==> config.mk <==
export PLATFORM = sky130hd
export DESIGN_NAME = ucm_ctrl
export DESIGN_NICKNAME = d
export VERILOG_FILES = /design/src/ucm_pkg.sv /design/src/ucm_ctrl.sv
export SDC_FILE = /design/constraint.sdc
export NUM_CORES = 1
export LEC_CHECK = 0
export BUFFER_PORTS_ARGS = -buffer_cell sky130_fd_sc_hd__buf_2
export CAP_MARGIN = 25
export CORE_UTILIZATION = 35
export CTS_BUF_LIST = sky130_fd_sc_hd__clkbuf_8
export CTS_CLUSTER_DIAMETER = 40
export CTS_CLUSTER_SIZE = 12
export DETAILED_ROUTE_END_ITERATION = 7
export GPL_ROUTABILITY_DRIVEN = 0
export PLACE_DENSITY = 0.64
export SYNTH_ARGS = -nofsm -noshare
export SYNTH_HDL_FRONTEND = slang
export SYNTH_SLANG_ARGS = --single-unit
==> constraint.sdc <==
create_clock -name pclk -period 2.8 [get_ports pclk]
set_clock_uncertainty 0.15 [all_clocks]
set_input_delay 0 -clock pclk [delete_from_list [all_inputs] [get_ports pclk]]
set_output_delay 0 -clock pclk [all_outputs]
set_load 0.1 [all_outputs]
==> src/ucm_pkg.sv <==
package ucm_pkg;
  // register byte offsets
  localparam logic [7:0] OFS_CMD      = 8'h00;
  localparam logic [7:0] OFS_MODE     = 8'h04;
  localparam logic [7:0] OFS_IRQ_EN   = 8'h08;
  localparam logic [7:0] OFS_IRQ_DIS  = 8'h0c;
  localparam logic [7:0] OFS_IRQ_MASK = 8'h10;
  localparam logic [7:0] OFS_STATE    = 8'h14;
  localparam logic [7:0] OFS_RXHOLD   = 8'h18;
  localparam logic [7:0] OFS_TXHOLD   = 8'h1c;
  localparam logic [7:0] OFS_BAUD     = 8'h20;
  localparam logic [7:0] OFS_RXTO     = 8'h24;
  localparam logic [7:0] OFS_TXTG     = 8'h28;
  localparam logic [7:0] OFS_RATIO    = 8'h40;
  localparam logic [7:0] OFS_ERRCNT   = 8'h44;
  localparam logic [7:0] OFS_IRFILT   = 8'h4c;
  localparam logic [7:0] OFS_MANCH    = 8'h50;
  localparam logic [7:0] OFS_WP_MODE  = 8'he4;
  localparam logic [7:0] OFS_WP_STATE = 8'he8;

  // reset values
  localparam logic [31:0] RST_ZERO  = 32'h0000_0000;
  localparam logic [31:0] RST_RATIO = 32'h0000_0174;
  localparam logic [31:0] RST_MANCH = 32'h3001_1004;

  // command bit positions
  localparam int CMD_RX_RST   = 2;
  localparam int CMD_TX_RST   = 3;
  localparam int CMD_RX_ON    = 4;
  localparam int CMD_RX_OFF   = 5;
  localparam int CMD_TX_ON    = 6;
  localparam int CMD_TX_OFF   = 7;
  localparam int CMD_STA_CLR  = 8;
  localparam int CMD_BRK_BEG  = 9;
  localparam int CMD_BRK_END  = 10;
  localparam int CMD_TO_ARM   = 11;
  localparam int CMD_ADDR     = 12;
  localparam int CMD_ITER_CLR = 13;
  localparam int CMD_NACK_CLR = 14;
  localparam int CMD_TO_RST   = 15;
  localparam int CMD_TRDY_LO  = 16;
  localparam int CMD_TRDY_HI  = 17;
  localparam int CMD_RTS_LO   = 18;
  localparam int CMD_RTS_HI   = 19;

  // mode register fields
  localparam int MODE_OP_LSB = 0;
  localparam int MODE_PAR_LSB = 9;
  localparam int MODE_CH_LSB = 14;
  localparam logic [3:0] OP_SPI_MASTER = 4'he;
  localparam logic [3:0] OP_SPI_SLAVE  = 4'hf;
  localparam logic [3:0] OP_ISO_T0     = 4'h4;
  localparam logic [3:0] OP_ISO_T1     = 4'h6;
  localparam logic [2:0] PAR_MULTIDROP = 3'h6;

  typedef enum logic [1:0] {
    CH_NORMAL = 2'h0,
    CH_ECHO   = 2'h1,
    CH_LOCAL  = 2'h2,
    CH_REMOTE = 2'h3
  } ucm_chan_t;

  // channel status bit positions
  localparam int ST_RXRDY   = 0;
  localparam int ST_TXRDY   = 1;
  localparam int ST_BRK     = 2;
  localparam int ST_OVR     = 5;
  localparam int ST_FRAME   = 6;
  localparam int ST_PAR     = 7;
  localparam int ST_TIMEOUT = 8;
  localparam int ST_TXEMPTY = 9;
  localparam int ST_ITER    = 10;
  localparam int ST_NACK    = 13;
  localparam int ST_MANCHESTER_ERROR_FLAG  = 24;

  // protection
  localparam logic [23:0] WP_KEY = 24'h555341;
  localparam int WP_KEY_LSB = 8;
  localparam logic [3:0] SRC_MODE   = 4'h1;
  localparam logic [3:0] SRC_BAUD   = 4'h2;
  localparam logic [3:0] SRC_RXTO   = 4'h3;
  localparam logic [3:0] SRC_TXTG   = 4'h4;
  localparam logic [3:0] SRC_RATIO  = 4'h5;
  localparam logic [3:0] SRC_IRFILT = 4'h6;
  localparam logic [3:0] SRC_MANCH  = 4'h7;
  localparam int SRC_LSB = 8;

  // break timing in bit periods
  localparam logic [4:0] BRK_MIN_BITS  = 5'd10;
  localparam logic [4:0] BRK_IDLE_BITS = 5'd12;

  typedef enum logic [3:0] {
    BRK_IDLE  = 4'b0001,
    BRK_WAIT  = 4'b0010,
    BRK_SEND  = 4'b0100,
    BRK_TRAIL = 4'b1000
  } ucm_brk_t;
endpackage

==> src/ucm_ctrl.sv <==
// Design decision made here: register access over APB.
`timescale 1ns/1ps
`default_nettype none
module ucm_ctrl #(
  parameter int TO_WIDTH = 16                  // timeout counter width
) (
  input  wire logic        pclk,               // clock, 50 MHz
  input  wire logic        presetn,            // async reset, active low
  input  wire logic        psel,               // apb select
  input  wire logic        penable,            // apb enable
  input  wire logic        pwrite,             // apb direction
  input  wire logic [7:0]  paddr,              // apb byte address
  input  wire logic [31:0] pwdata,             // apb write data
  output logic      [31:0] prdata,             // apb read data
  output logic             pready,             // apb ready
  output logic             pslverr,            // apb error
  input  wire logic        bit_tick,           // one bit period enable
  input  wire logic        rxd_pin,            // serial input pin
  output logic             txd_pin,            // serial output pin
  input  wire logic        tx_serial,          // transmitter serial output
  output logic             rx_serial,          // receiver serial input
  input  wire logic        tx_busy,            // holding or shift reg not empty
  input  wire logic        rx_char_done,       // character received pulse
  input  wire logic [8:0]  rx_char,            // received character
  input  wire logic        ev_parity,          // parity error pulse
  input  wire logic        ev_frame,           // framing error pulse
  input  wire logic        ev_overrun,         // overrun pulse
  input  wire logic        ev_manchester_error_flag,          // manchester error pulse
  input  wire logic        ev_underrun,        // underrun pulse
  input  wire logic        ev_break,           // break received pulse
  input  wire logic        ev_iter,            // iteration pulse
  input  wire logic        ev_nack,            // nack pulse
  output logic             rx_reset,           // receiver reset pulse
  output logic             tx_reset,           // transmitter reset pulse
  output logic             rx_active,          // receiver enabled
  output logic             tx_active,          // transmitter enabled
  output logic             addr_mark,          // next tx char is address
  output logic             tx_hold_wr,         // tx holding write pulse
  output logic [8:0]       tx_hold_data,       // tx holding data
  output logic             term_ready_n,       // terminal ready pin level
  output logic             req_send_n          // request-to-send / select level
);
  // reload constant needs two bits; the value field holds 32
  if (TO_WIDTH < 2 || TO_WIDTH > 32) begin : g_to_width_bad
    $error("TO_WIDTH out of range");
  end

  // ---------------------------------------------------------------
  // bus decode
  // ---------------------------------------------------------------
  wire wr_en = psel && penable && pwrite;
  wire rd_en = psel && penable && !pwrite;
  wire [31:0] mode_q;
  logic [31:0] mode_r_q, baud_q, rxto_q, txtg_q, ratio_q, irfilt_q, manch_q;
  logic [31:0] irq_mask_q, rxhold_q, state_q;
  logic        wp_en_q, wp_viol_q;
  logic [3:0]  wp_src_q;

  function automatic logic [3:0] prot_src(input logic [7:0] a);
    unique case (a)
      ucm_pkg::OFS_MODE:   prot_src = ucm_pkg::SRC_MODE;
      ucm_pkg::OFS_BAUD:   prot_src = ucm_pkg::SRC_BAUD;
      ucm_pkg::OFS_RXTO:   prot_src = ucm_pkg::SRC_RXTO;
      ucm_pkg::OFS_TXTG:   prot_src = ucm_pkg::SRC_TXTG;
      ucm_pkg::OFS_RATIO:  prot_src = ucm_pkg::SRC_RATIO;
      ucm_pkg::OFS_IRFILT: prot_src = ucm_pkg::SRC_IRFILT;
      ucm_pkg::OFS_MANCH:  prot_src = ucm_pkg::SRC_MANCH;
      default:             prot_src = 4'h0;
    endcase
  endfunction

  wire [3:0] wr_src   = prot_src(paddr);
  wire       wr_prot  = wr_en && (wr_src != 4'h0);
  wire       violate  = wr_prot && wp_en_q;
  wire       cfg_wr   = wr_prot && !wp_en_q;
  wire       cmd_wr   = wr_en && (paddr == ucm_pkg::OFS_CMD);
  wire       key_ok   = pwdata[31:ucm_pkg::WP_KEY_LSB] == ucm_pkg::WP_KEY;
  wire       wpm_wr   = wr_en && (paddr == ucm_pkg::OFS_WP_MODE) && key_ok;
  wire [31:0] cmd     = cmd_wr ? pwdata : 32'h0000_0000;

  assign mode_q  = mode_r_q;
  assign pready  = 1'b1;
  assign pslverr = 1'b0;

  // ---------------------------------------------------------------
  // configuration registers
  // ---------------------------------------------------------------
  always_ff @(posedge pclk or negedge presetn) begin
    if (!presetn) begin
      mode_r_q <= ucm_pkg::RST_ZERO;
      baud_q   <= ucm_pkg::RST_ZERO;
      rxto_q   <= ucm_pkg::RST_ZERO;
      txtg_q   <= ucm_pkg::RST_ZERO;
      ratio_q  <= ucm_pkg::RST_RATIO;
      irfilt_q <= ucm_pkg::RST_ZERO;
      manch_q  <= ucm_pkg::RST_MANCH;
    end else if (cfg_wr) begin
      unique case (wr_src)
        ucm_pkg::SRC_MODE:   mode_r_q <= pwdata;
        ucm_pkg::SRC_BAUD:   baud_q   <= pwdata;
        ucm_pkg::SRC_RXTO:   rxto_q   <= pwdata;
        ucm_pkg::SRC_TXTG:   txtg_q   <= pwdata;
        ucm_pkg::SRC_RATIO:  ratio_q  <= pwdata;
        ucm_pkg::SRC_IRFILT: irfilt_q <= pwdata;
        default:             manch_q  <= pwdata;
      endcase
    end
  end

  // ---------------------------------------------------------------
  // write protection
  // ---------------------------------------------------------------
  always_ff @(posedge pclk or negedge presetn) begin
    if (!presetn) begin
      wp_en_q   <= 1'b0;
      wp_viol_q <= 1'b0;
      wp_src_q  <= 4'h0;
    end else begin
      if (wpm_wr) wp_en_q <= pwdata[0];
      // violation wins over a simultaneous clear
      if (violate) begin
        wp_viol_q <= 1'b1;
        wp_src_q  <= wr_src;
      end else if (wpm_wr) begin
        wp_viol_q <= 1'b0;
      end
    end
  end

  // ---------------------------------------------------------------
  // modes and pin routing
  // ---------------------------------------------------------------
  wire [3:0] op_mode = mode_q[ucm_pkg::MODE_OP_LSB +: 4];
  wire spi_master = op_mode == ucm_pkg::OP_SPI_MASTER;
  wire spi_mode   = spi_master || (op_mode == ucm_pkg::OP_SPI_SLAVE);
  wire iso_mode   = (op_mode == ucm_pkg::OP_ISO_T0) || (op_mode == ucm_pkg::OP_ISO_T1);
  wire multidrop  = mode_q[ucm_pkg::MODE_PAR_LSB +: 3] == ucm_pkg::PAR_MULTIDROP;
  ucm_pkg::ucm_chan_t chan;
  assign chan = ucm_pkg::ucm_chan_t'(mode_q[ucm_pkg::MODE_CH_LSB +: 2]);

  logic rx_on_q, tx_on_q;
  logic brk_line;
  always_comb begin
    rx_serial = rxd_pin;
    txd_pin   = tx_serial & ~brk_line;
    unique case (chan)
      ucm_pkg::CH_NORMAL: ;
      ucm_pkg::CH_ECHO:   txd_pin = rxd_pin;
      ucm_pkg::CH_LOCAL: begin
        rx_serial = tx_serial & ~brk_line;
        txd_pin   = 1'b1;
      end
      ucm_pkg::CH_REMOTE: begin
        txd_pin   = rxd_pin;
        rx_serial = 1'b1;
      end
    endcase
  end
  // both ends disabled in remote loopback
  assign rx_active = rx_on_q && (chan != ucm_pkg::CH_REMOTE);
  assign tx_active = tx_on_q && (chan != ucm_pkg::CH_REMOTE);

  // ---------------------------------------------------------------
  // command bits
  // ---------------------------------------------------------------
  // self-clearing resets
  assign rx_reset = cmd[ucm_pkg::CMD_RX_RST];
  assign tx_reset = cmd[ucm_pkg::CMD_TX_RST];
  assign tx_hold_wr   = wr_en && (paddr == ucm_pkg::OFS_TXHOLD);
  assign tx_hold_data = pwdata[8:0];

  logic trdy_q, rts_q, addr_q;
  always_ff @(posedge pclk or negedge presetn) begin
    if (!presetn) begin
      rx_on_q <= 1'b0;
      tx_on_q <= 1'b0;
      trdy_q  <= 1'b1;
      rts_q   <= 1'b1;
      addr_q  <= 1'b0;
    end else begin
      if (cmd[ucm_pkg::CMD_RX_OFF]) rx_on_q <= 1'b0;
      else if (cmd[ucm_pkg::CMD_RX_ON]) rx_on_q <= 1'b1;
      if (cmd[ucm_pkg::CMD_TX_OFF]) tx_on_q <= 1'b0;
      else if (cmd[ucm_pkg::CMD_TX_ON]) tx_on_q <= 1'b1;
      if (cmd[ucm_pkg::CMD_TRDY_LO]) trdy_q <= 1'b0;
      else if (cmd[ucm_pkg::CMD_TRDY_HI]) trdy_q <= 1'b1;
      if (cmd[ucm_pkg::CMD_RTS_LO]) rts_q <= 1'b0;
      else if (cmd[ucm_pkg::CMD_RTS_HI]) rts_q <= 1'b1;
      if (cmd[ucm_pkg::CMD_ADDR] && multidrop) addr_q <= 1'b1;
      else if (tx_hold_wr) addr_q <= 1'b0;
    end
  end
  assign term_ready_n = trdy_q;
  assign req_send_n   = rts_q;
  assign addr_mark    = addr_q;

  // ---------------------------------------------------------------
  // status flags; events win over clears, except to_flag, where the timeout arm command wins over expiry
  // ---------------------------------------------------------------
  logic to_flag;
  wire  sta_clr  = cmd[ucm_pkg::CMD_STA_CLR];
  // iteration clear gated by smart-card mode
  wire  iter_clr = cmd[ucm_pkg::CMD_ITER_CLR] && iso_mode;
  wire  nack_clr = cmd[ucm_pkg::CMD_NACK_CLR];
  logic f_par, f_frm, f_ovr, f_man, f_und, f_brk, f_itr, f_nak, f_rxrdy;

  always_ff @(posedge pclk or negedge presetn) begin
    if (!presetn) begin
      {f_par, f_frm, f_ovr, f_man, f_und, f_brk} <= 6'h00;
      {f_itr, f_nak, f_rxrdy} <= 3'h0;
      rxhold_q <= ucm_pkg::RST_ZERO;
    end else begin
      f_par <= ev_parity   | (f_par & ~sta_clr);
      f_frm <= ev_frame    | (f_frm & ~sta_clr);
      f_ovr <= ev_overrun  | (f_ovr & ~sta_clr);
      f_man <= ev_manchester_error_flag   | (f_man & ~sta_clr);
      f_und <= ev_underrun | (f_und & ~sta_clr);
      f_brk <= ev_break    | (f_brk & ~sta_clr);
      f_itr <= ev_iter     | (f_itr & ~iter_clr);
      f_nak <= ev_nack     | (f_nak & ~nack_clr);
      if (rx_char_done) begin
        rxhold_q <= {23'h000000, rx_char};
        f_rxrdy  <= 1'b1;
      end else if (rd_en && paddr == ucm_pkg::OFS_RXHOLD) begin
        f_rxrdy  <= 1'b0;
      end
    end
  end

  // ---------------------------------------------------------------
  // receiver timeout
  // ---------------------------------------------------------------
  logic [TO_WIDTH-1:0] to_cnt_q;
  logic                to_wait_q, to_run_q;
  wire [TO_WIDTH-1:0]  to_val = rxto_q[TO_WIDTH-1:0];
  always_ff @(posedge pclk or negedge presetn) begin
    if (!presetn) begin
      to_cnt_q  <= '0;
      to_wait_q <= 1'b1;
      to_run_q  <= 1'b0;
      to_flag   <= 1'b0;
    end else if (cmd[ucm_pkg::CMD_TO_ARM]) begin
      to_wait_q <= 1'b1;
      to_run_q  <= 1'b0;
      to_flag   <= 1'b0;
      to_cnt_q  <= to_val;
    end else if (cmd[ucm_pkg::CMD_TO_RST]) begin
      to_wait_q <= 1'b0;
      to_run_q  <= 1'b1;
      to_cnt_q  <= to_val;
    end else if (rx_char_done) begin
      to_wait_q <= 1'b0;
      to_run_q  <= 1'b1;
      to_cnt_q  <= to_val;
    end else if (to_run_q && !to_wait_q && bit_tick && to_val != '0) begin
      if (to_cnt_q <= {{(TO_WIDTH-1){1'b0}}, 1'b1}) begin
        to_run_q <= 1'b0;
        if (!spi_mode) to_flag <= 1'b1;
      end else begin
        to_cnt_q <= to_cnt_q - 1'b1;
      end
    end
  end

  // ---------------------------------------------------------------
  // break sequencer
  // ---------------------------------------------------------------
  ucm_pkg::ucm_brk_t brk_q;
  logic [4:0]        brk_cnt_q;
  always_ff @(posedge pclk or negedge presetn) begin
    if (!presetn) begin
      brk_q     <= ucm_pkg::BRK_IDLE;
      brk_cnt_q <= 5'h00;
    end else begin
      unique case (brk_q)
        ucm_pkg::BRK_IDLE:
          if (cmd[ucm_pkg::CMD_BRK_BEG]) brk_q <= ucm_pkg::BRK_WAIT;
        ucm_pkg::BRK_WAIT:
          if (!tx_busy) begin
            brk_q     <= ucm_pkg::BRK_SEND;
            brk_cnt_q <= 5'h00;
          end
        // stop on the end command once BRK_MIN_BITS bit periods have passed, then idle high for BRK_IDLE_BITS
        ucm_pkg::BRK_SEND: begin
          if (bit_tick && brk_cnt_q < ucm_pkg::BRK_MIN_BITS) brk_cnt_q <= brk_cnt_q + 5'h01;
          if (cmd[ucm_pkg::CMD_BRK_END] && brk_cnt_q >= ucm_pkg::BRK_MIN_BITS) begin
            brk_q     <= ucm_pkg::BRK_TRAIL;
            brk_cnt_q <= 5'h00;
          end
        end
        ucm_pkg::BRK_TRAIL:
          if (bit_tick) begin
            if (brk_cnt_q == ucm_pkg::BRK_IDLE_BITS - 5'h01) brk_q <= ucm_pkg::BRK_IDLE;
            else brk_cnt_q <= brk_cnt_q + 5'h01;
          end
        default: brk_q <= ucm_pkg::BRK_IDLE;
      endcase
    end
  end
  assign brk_line = brk_q == ucm_pkg::BRK_SEND;

  // ---------------------------------------------------------------
  // read mux
  // ---------------------------------------------------------------
  always_comb begin
    state_q = 32'h0000_0000;
    state_q[ucm_pkg::ST_RXRDY]   = f_rxrdy;
    state_q[ucm_pkg::ST_TXRDY]   = tx_active && !tx_busy;
    state_q[ucm_pkg::ST_BRK]     = f_brk;
    state_q[ucm_pkg::ST_OVR]     = f_ovr;
    state_q[ucm_pkg::ST_FRAME]   = f_frm;
    state_q[ucm_pkg::ST_PAR]     = f_par;
    state_q[ucm_pkg::ST_TIMEOUT] = to_flag;
    state_q[ucm_pkg::ST_TXEMPTY] = tx_active && !tx_busy && brk_q == ucm_pkg::BRK_IDLE;
    state_q[ucm_pkg::ST_ITER]    = f_itr | f_und;
    state_q[ucm_pkg::ST_NACK]    = f_nak;
    state_q[ucm_pkg::ST_MANCHESTER_ERROR_FLAG]  = f_man;
  end
  assign irq_mask_q = ucm_pkg::RST_ZERO;

  always_comb begin
    unique case (paddr)
      ucm_pkg::OFS_MODE:     prdata = mode_q;
      ucm_pkg::OFS_IRQ_MASK: prdata = irq_mask_q;
      ucm_pkg::OFS_STATE:    prdata = state_q;
      ucm_pkg::OFS_RXHOLD:   prdata = rxhold_q;
      ucm_pkg::OFS_BAUD:     prdata = baud_q;
      ucm_pkg::OFS_RXTO:     prdata = rxto_q;
      ucm_pkg::OFS_TXTG:     prdata = txtg_q;
      ucm_pkg::OFS_RATIO:    prdata = ratio_q;
      ucm_pkg::OFS_IRFILT:   prdata = irfilt_q;
      ucm_pkg::OFS_MANCH:    prdata = manch_q;
      ucm_pkg::OFS_WP_MODE:  prdata = {31'h00000000, wp_en_q};
      ucm_pkg::OFS_WP_STATE: prdata = {16'h0000, 4'h0, wp_src_q, 7'h00, wp_viol_q};
      default:               prdata = 32'h0000_0000;
    endcase
  end
endmodule
`default_nettype wire

# Yosys cells after proc, flatten, opt, wreduce, memory -nomap -nowiden
# Index checks and enable logic that the tools add are counted.
# totals
inputBits,67
word_cells,211
memories,0
latchBits,0
mem_bits_ro,0
mem_bits_rw,0
ff_bits,281
# op_classes
reduce_logical,58
n_bitwise,23
magnitude_cmp,3
div_mod_pow,0
n_eq_ne,44
mul,0
shift,0
n_addsub,2
n_mux,50
# op_table
op,n
$pmux 32 s11,1
$mux 16,5
$mux 1,28
$mux 5,5
$eq 24x23->1 const B,1
$eq 4x3->1 const B,6
$eq 8x5->1 const B,3
$eq 8x6->1 const B,3
$eq 8x7->1 const B,3
$logic_and 1x1->1,22
$pmux 3 s7,1
$mux 20,1
$mux 4,5
$reduce_and 2->1,9
$reduce_bool 2->1,9
$eq 8x8->1 const B,2
$le 16x1->1 const B,1
$ne 2x2->1 const B,8
$pmux 4 s4,1
$reduce_bool 16->1,1
$sub 16x1->16 const B,1
$pmux 5 s3,1
$reduce_and 5->1,3
$eq 4x2->1 const B,3
other kinds (24),57

# Logic depth before layout (Yosys ltp)
# Gate-level depths: netlist (run 1).
# logic_depth
depth_word,8
ltp_mapped,8
ltp_nobuf,7

# Least setup slack after synthesis (run 1)
# No wires, ideal clock.
# synth_path
kind,input -> register
startpoint,input paddr[5]
endpoint,"register addr_q, in the netlist addr_mark"
cell_stages,5
setup_time_ns,0.239
n_path_buf,2
arrival_time_ns,3.118
setup_slack_ns,-0.708
required_time_ns,2.411
cell_sequence,buf_2 > or4b_1 > clkbuf_1 > nor3_1 > o21ai_0
# synth_via
elab_cells_between_ends,8
# synth_rtl
element,line,source
start: declaration,ucm_ctrl.sv:12,"input wire logic [7:0] paddr,"
$eq 8x5->1,ucm_ctrl.sv:169,assign tx_hold_wr = wr_en && (paddr == ucm_pkg::OFS_TXHOLD);
$logic_and 1x1->1,ucm_ctrl.sv:169,
named net tx_hold_wr,ucm_ctrl.sv:38,"output logic tx_hold_wr,"
$reduce_bool 2->1 (no line),--,
end signal: assignment,ucm_ctrl.sv:179,addr_q <= 1'b0;
end signal: assignment,ucm_ctrl.sv:189,if (cmd[ucm_pkg::CMD_ADDR] && multidrop) addr_q <= 1'b1;
end signal: assignment,ucm_ctrl.sv:190,else if (tx_hold_wr) addr_q <= 1'b0;
end: declaration,ucm_ctrl.sv:172,"logic trdy_q, rts_q, addr_q;"
# The timed path passes the listed nets, and every way through them passes these cells.
# A chain may end at the register's enable or synchronous reset.

# Worst setup path after layout (run 1)
# layout_path
startpoint,input paddr[2]
endpoint,register f_rxrdy
# layout_via
elab_chain_cells,3
# layout_rtl
element,line,source
$eq 8x5->1,ucm_ctrl.sv:224,end else if (rd_en && paddr == ucm_pkg::OFS_RXHOLD) begin
$logic_and 1x1->1,ucm_ctrl.sv:224,
$reduce_bool 2->1 (no line),--,
end signal: assignment,ucm_ctrl.sv:210,"{f_itr, f_nak, f_rxrdy} <= 3'h0;"
end signal: assignment,ucm_ctrl.sv:223,f_rxrdy <= 1'b1;
end signal: assignment,ucm_ctrl.sv:225,f_rxrdy <= 1'b0;
end: declaration,ucm_ctrl.sv:205,"logic f_par, f_frm, f_ovr, f_man, f_und, f_brk, f_itr, f_nak, f_rxrdy;"
# No other way between the ends.

==> results of run 1 <==
==> worst max-delay path: stages <==
cell	delay, ns
buf_2	0.17
or4b_1	0.77
nor2_2	0.56
nand4b_1	0.17
dlygate4sd3_1	0.61
a21o_1	0.18
dlygate4sd3_1	0.55
==> cells by family after synthesis <==
group / Yosys count / synth area share (%)
and+or+nand+nor: 245 / 10.9
other: 2 / 0.0573
adders and majority gates: 4 / 0.382
AOI/OAI and AO/OA: 173 / 10.4
DFF: 280 / 53.6
muxes: 243 / 20.9
buffers and inverters: 84 / 3.66
xor gates and xnor gates: 2 / 0.134
==> area by class of cell <==
class | instances | area, µm²
Fill cell | 3336 | 20300
Inverter | 13 | 48.8
Tap cell | 468 | 586
Clock buffer | 38 | 523
Timing Repair Buffer | 252 | 2410
Sequential cell | 280 | 7020
Clock inverter | 25 | 216
Multi-Input combinational cell | 669 | 5610
==> layout by cell type, fill, tap and decap left out, drive strengths merged, types with 12 or more instances in the layout <==
cell         Yosys  layout
a222oi          49      49
a31oi           12      12
o21ai           19      19
dfrtp          266     266
nor2            46      46
nand2           56      56
clkbuf          15      39
a21oi           21      21
mux2           240     240
dfstp           14      14
dlygate4sd3      0      93
or4             14      14
inv             13      25
a22oi           19      19
nor4            12      12
buf             56     158
nand3           42      42
==> state kept, by name (all words and copies together), names as in the netlist, 3 cells and up <==
signal     cells
rxto_q        32
txtg_q        32
ratio_q       32
brk_q          4
irfilt_q      32
brk_cnt_q      5
wp_src_q       3
manch_q       32
to_cnt_q      16
mode_q        32
rxhold_q       9
baud_q        32
==> what timing repair did <==
item | in CTS | in global routing
hold buffers | 93 | 0
gates resized for setup | 0 | 2
endpoints found under the hold margin | 536 | 0
endpoints found under the setup margin | 0 | 2
==> report_power, final <==
part	internal (µW)	switching (µW)
registers	4160	111
logic	389	571
clock network	1510	1640
==> metrics by stage <==
step | std cells | setup WS, ns
finish | 1745 | 0.0741
detailed placement | 1589 | 0.435
global placement | 1589 | 0.424
global route | 1745 | 0.00143
CTS | 1745 | 0.0312
floorplan | 1033 | 0.203
==> routing by layer <==
metal,routed length (µm),vias to the layer above
li1,-,4379
met2,18100,358
met5,0,-
met3,2470,66
met4,1070,0
met1,16100,5085
==> path summary, 6_finish.rpt <==
check | start | endpoint | slack, ns | cells after the start
min in group asynchronous | presetn | f_ovr | 0.42 | 3
worst max register to register | to_cnt_q[4] | to_flag | 0.15 | 6
max in group asynchronous | presetn | manch_q[29] | 1.18 | 4
worst min-delay path | ev_underrun | f_und | 0.03 | 3
worst max-delay path | paddr[2] | f_rxrdy | 0.07 | 7
worst min register to register | f_man | f_man | 0.34 | 1
==> impl_metrics.py, run 1 <==
metrics = {
    "worst_setup_path": {
        "path_max_fanout": 9,
        "worstSetupPathType": "in -> reg",
        "critPathRequiredTime_ns": 3.09,
        "cp.arrival_ns": 3.01,
        "critPathLaunchType": "input pin",
        "end_kind": "flip-flop",
    },
    "power": {
        "power.leakage_uw": 0.00757,
        "peakVddDrop_v": 0.000280,
        "powerDensity_mw_per_mm2": 511,
        "power.total_uw": 8380,
    },
    "sta": {
        "setup_tns_ns": 0,
        "rsz0062_at_grt": "false",
        "slew_headroom_pct": 54.6,
        "fmax_mhz": 367,
        "setup_viol": 0,
        "min_period_ns": 2.73,
        "hold_ws_ns": 0.0303,
        "period_share_pct": 97.4,
        "tightest_slew_ns": 0.681,
        "final_max_slew_viol_count": 0,
        "hold_viol_final": 0,
    },
    "detailed_routing": {
        "initialDrtViolationCount": 936,
        "via_count": 9888,
        "ant_nets": 0,
        "via_per_inst": 5.67,
        "drt-total-wl_um": 37800,
        "drt_first_pass_iters": 7,
        "drc": 0,
        "wl_per_cell_um": 21.6,
    },
    "synth": {
        "netlist.area_leader.share_pct": 50.8,
        "yosysWarnings": 0,
        "yosysTopAreaCell": "dfrtp_1",
        "syn_area_per_cell_um2": 12.7,
        "async_flop_share_pct": 100,
        "synth.distinct_cells": 72,
        "synth_fp_nets": 1104,
        "synth-edff-count": 0,
        "yosysMostFrequentCell": "dfrtp_1",
        "seq_area_frac_synth_pct": 53.6,
        "synth.top_cells.by_count": "dfrtp_1 (266), mux2_2 (230), nand2_1 (55)",
        "synth_seq_cells": 280,
        "syn_area_mm2": 0.0131,
        "synthCells": 1033,
        "synth_ff_type": "dfrtp_1",
        "yosys-top-cells-area": "dfrtp_1 (51%), mux2_2 (20%), a222oi_1 (3.7%)",
    },
    "finish": {
        "n_antenna_cell": 0,
        "stdcell_area_mm2": 0.0164,
        "final_layout_size_suffix_gt1_share_pct": 38.2,
        "area_delta_synth_final_pct": 25.3,
        "fin_nets": 1323,
        "utilization_pct": 44.7,
    },
    "flow_run": {
        "cap_violations": 0,
    },
    "die": {
        "initial_core_util_pct": 35.7,
        "fp.dieH_um": 195,
        "die_x_um": 195,
        "num_io_pins": 120,
        "core_area_mm2": 0.0367,
        "num_rows": 70,
        "dieArea_mm2": 0.0382,
    },
    "clock_tree": {
        "clk_latency_ns": 0.55,
        "root_buffer": "clkbuf_8",
        "cts_buffers": 36,
        "clock_sinks": 280,
        "cts_setup_buffers": 0,
        "cts_tree": "yes",
        "clock_path_buffers": 3,
        "clk_pin_slew_worst_paths_ns": 0.08,
        "htreeDepth": 2,
    },
    "global_route": {
        "grt_max_degree": 83,
        "grt_pass1_wl_um": 59400,
        "gr-usage-met2_pct": 32.8,
        "grt-ovfl-total": 0,
        "grt_pass1_vias": 9987,
        "grt-busiest-layer": "met2",
        "grtUsageMet1_pct": 27.0,
        "antenna_found_initial": 0,
        "groute.usage.overall_pct": 20.0,
        "grtUsageMet3_pct": 3.11,
    },
    "status": {
        "status": "completed",
    },
    "hold_path": {
        "hp-class": "in -> reg",
    },
    "place": {
        "place_area_mm2": 0.0147,
        "hpwl_um": 24900,
        "port_buffers": 117,
    },
}
Power figures use the tool's default switching activity.
==> inputs of run 2 (changes only) <==
REMOVE_ABC_BUFFERS = 1   (was unset)
TNS_END_PERCENT = 50   (was unset)
==> run 2 against run 1 <==
  * Routed wire length up 4.3%
  * Clock power up 8.9%
  * Highest routed layer unchanged
  * Sequential share of layout area down 0.34 points
  * Final cell count up 0.69%
  * Critical path depth up 2
  * Largest cell class unchanged
  * Die area unchanged
  * Setup slack worse by 0.0084 ns
  * Fmax down 0.31%
  * Utilization up 0.36 points
==> impl_metrics.py, run 2 (same netlist as run 1, synthesis figures left out) <==
metrics = {
    "worst_setup_path": {
        "cp.arrival_ns": 2.58,
        "r2r-start": "brk_q[1]",
        "regToRegSetupSlack_ns": 0.35,
        "end_kind": "primary output",
        "critPathLaunchType": "input pin",
        "critPathRequiredTime_ns": 2.65,
        "path_max_fanout": 8,
        "r2r.worst_path.cells": 5,
        "r2r-end": "brk_cnt_q[3]",
        "worstSetupPathType": "in -> out",
    },
    "finish": {
        "stdcell_area_mm2": 0.0165,
        "fin_nets": 1331,
        "final_layout_size_suffix_gt1_share_pct": 38.8,
        "final_common_cell": "dfrtp_1",
        "fill_cells": 3277,
        "mostFrequentLayoutCells": "dfrtp_1 (266), mux2_2 (230), dlygate4sd3_1 (89)",
        "area_delta_synth_final_pct": 26.3,
    },
    "clock_tree": {
        "clk_latency_ns": 0.58,
        "cts_buffers": 37,
        "clock_path_buffers": 3,
        "htreeDepth": 2,
        "clk_pin_slew_worst_paths_ns": 0.07,
        "cts_tree": "yes",
        "clock_sinks": 280,
        "root_buffer": "clkbuf_8",
    },
    "detailed_routing": {
        "initialDrtViolationCount": 978,
        "ant_nets": 0,
        "via_per_inst": 5.67,
        "drt-total-wl_um": 39400,
        "via_count": 9959,
        "drc": 0,
        "drt_first_pass_iters": 7,
        "wl_per_cell_um": 22.4,
    },
    "power": {
        "p_sw_uw": 2370,
        "powerDensity_mw_per_mm2": 523,
        "peakVddDrop_v": 0.000523,
        "power.share.clock_pct": 39.7,
        "power.leakage_uw": 0.00768,
        "power.share.combinational_pct": 10.8,
        "pwr-share-seq_pct": 49.5,
        "internal_power_uw": 6290,
        "swShare_pct": 27.4,
    },
    "hold_path": {
        "holdCritStartpoint": "ev_break",
        "hp-class": "in -> reg",
        "hold_end": "f_brk",
        "holdPathStages": 3,
    },
    "global_route": {
        "grt_max_degree": 86,
        "grt_pass1_vias": 10100,
        "grtUsageMet3_pct": 3.77,
        "grt_pass1_wl_um": 61400,
        "gr-usage-met2_pct": 33.6,
        "groute.usage.overall_pct": 20.9,
        "grtUsageMet1_pct": 28.2,
        "grt-ovfl-total": 0,
        "antenna_found_initial": 1,
        "grt-busiest-layer": "met2",
    },
    "sta": {
        "period_share_pct": 97.7,
        "slew_headroom_pct": 59.0,
        "setup_slack_ns": 0.0657,
        "tightest_slew_ns": 0.611,
        "rsz0062_at_grt": "false",
        "min_period_ns": 2.73,
        "setup_tns_ns": 0,
        "setup_viol": 0,
        "final_max_slew_viol_count": 0,
        "hold_viol_final": 0,
        "fmax_mhz": 366,
    },
    "die": {
        "dieArea_mm2": 0.0382,
        "initial_core_util_pct": 35.7,
        "core_area_mm2": 0.0367,
        "fp.dieH_um": 195,
        "die_x_um": 195,
        "num_rows": 70,
        "num_io_pins": 120,
    },
    "place": {
        "place_ws_ns": 0.452,
        "place_area_mm2": 0.0148,
        "hpwl_um": 26000,
        "port_buffers": 117,
    },
    "flow_run": {
        "cap_violations": 0,
    },
    "status": {
        "status": "completed",
    },
}
## run 2: critical path: stages
cell	delay [ns]
dlygate4sd3_1	0.55
buf_2	0.18
or4b_1	0.59
nor2_2	0.34
buf_4	0.22
o2bb2ai_1	0.12
a221oi_1	0.07
o211ai_1	0.26
buf_12	0.24
## run 2: final cells by class
cell class,instances,area [µm²],area share [%]
sequential,280,7020,42.4
clock buffer,40,551,3.33
timing repair buffer,259,2460,14.9
multi-input combinational,669,5610,33.9
antenna,1,2.50,0.0151
clock inverter,27,267,1.61
inverter,13,48.8,0.295
tap,468,586,3.54
## run 2: what timing repair did
item,CTS,global route
setup endpoints to repair,0,9
hold buffers,90,0
setup buffers,0,2
endpoints found under the hold margin,532,0
gates resized for setup,0,3
## run 2: worst max path at each step
stage | from | end | slack [ns] | depth (start not counted)
after CTS | paddr[6] | prdata[22] | 0.03 | 8
after global placement | to_cnt_q[0] | to_cnt_q[0] | 0.46 | 8
after global routing | paddr[6] | prdata[0] | 0.008 | 9
final | paddr[6] | prdata[8] | 0.07 | 9
after floorplan | paddr[5] | addr_mark | -0.52 | 3
after detailed placement | brk_q[1] | brk_cnt_q[3] | 0.45 | 5
## run 2: routing by layer
metal	wire (µm)	vias to the layer above
li1	-	4407
met1	17000	5093
met2	18500	375
met3	2540	84
met4	1280	0
met5	0	-
## run 2: through the flow
stage          power (µW)  hold slack [ns]  cells  util (%)
2_1_floorplan        4740           -0.446    962         -
3_3_place_gp         5160           -0.131   1597      40.3
3_5_place_dp         5190           -0.131   1597      40.3
4_1_cts              8720         0.000916   1754      45.0
5_1_grt              9010           0.0236   1757      45.1
6_report             8650           0.0223   1757      45.1
## run 2: power by group through the flow
stage,sequential [µW],clock (µW),combinational (µW)
6_report,4280,3430,939
5_1_grt,4300,3680,1030
4_1_cts,4280,3510,938
3_5_place_dp,4360,0,833
3_3_place_gp,4340,0,816
2_1_floorplan,4320,0,420
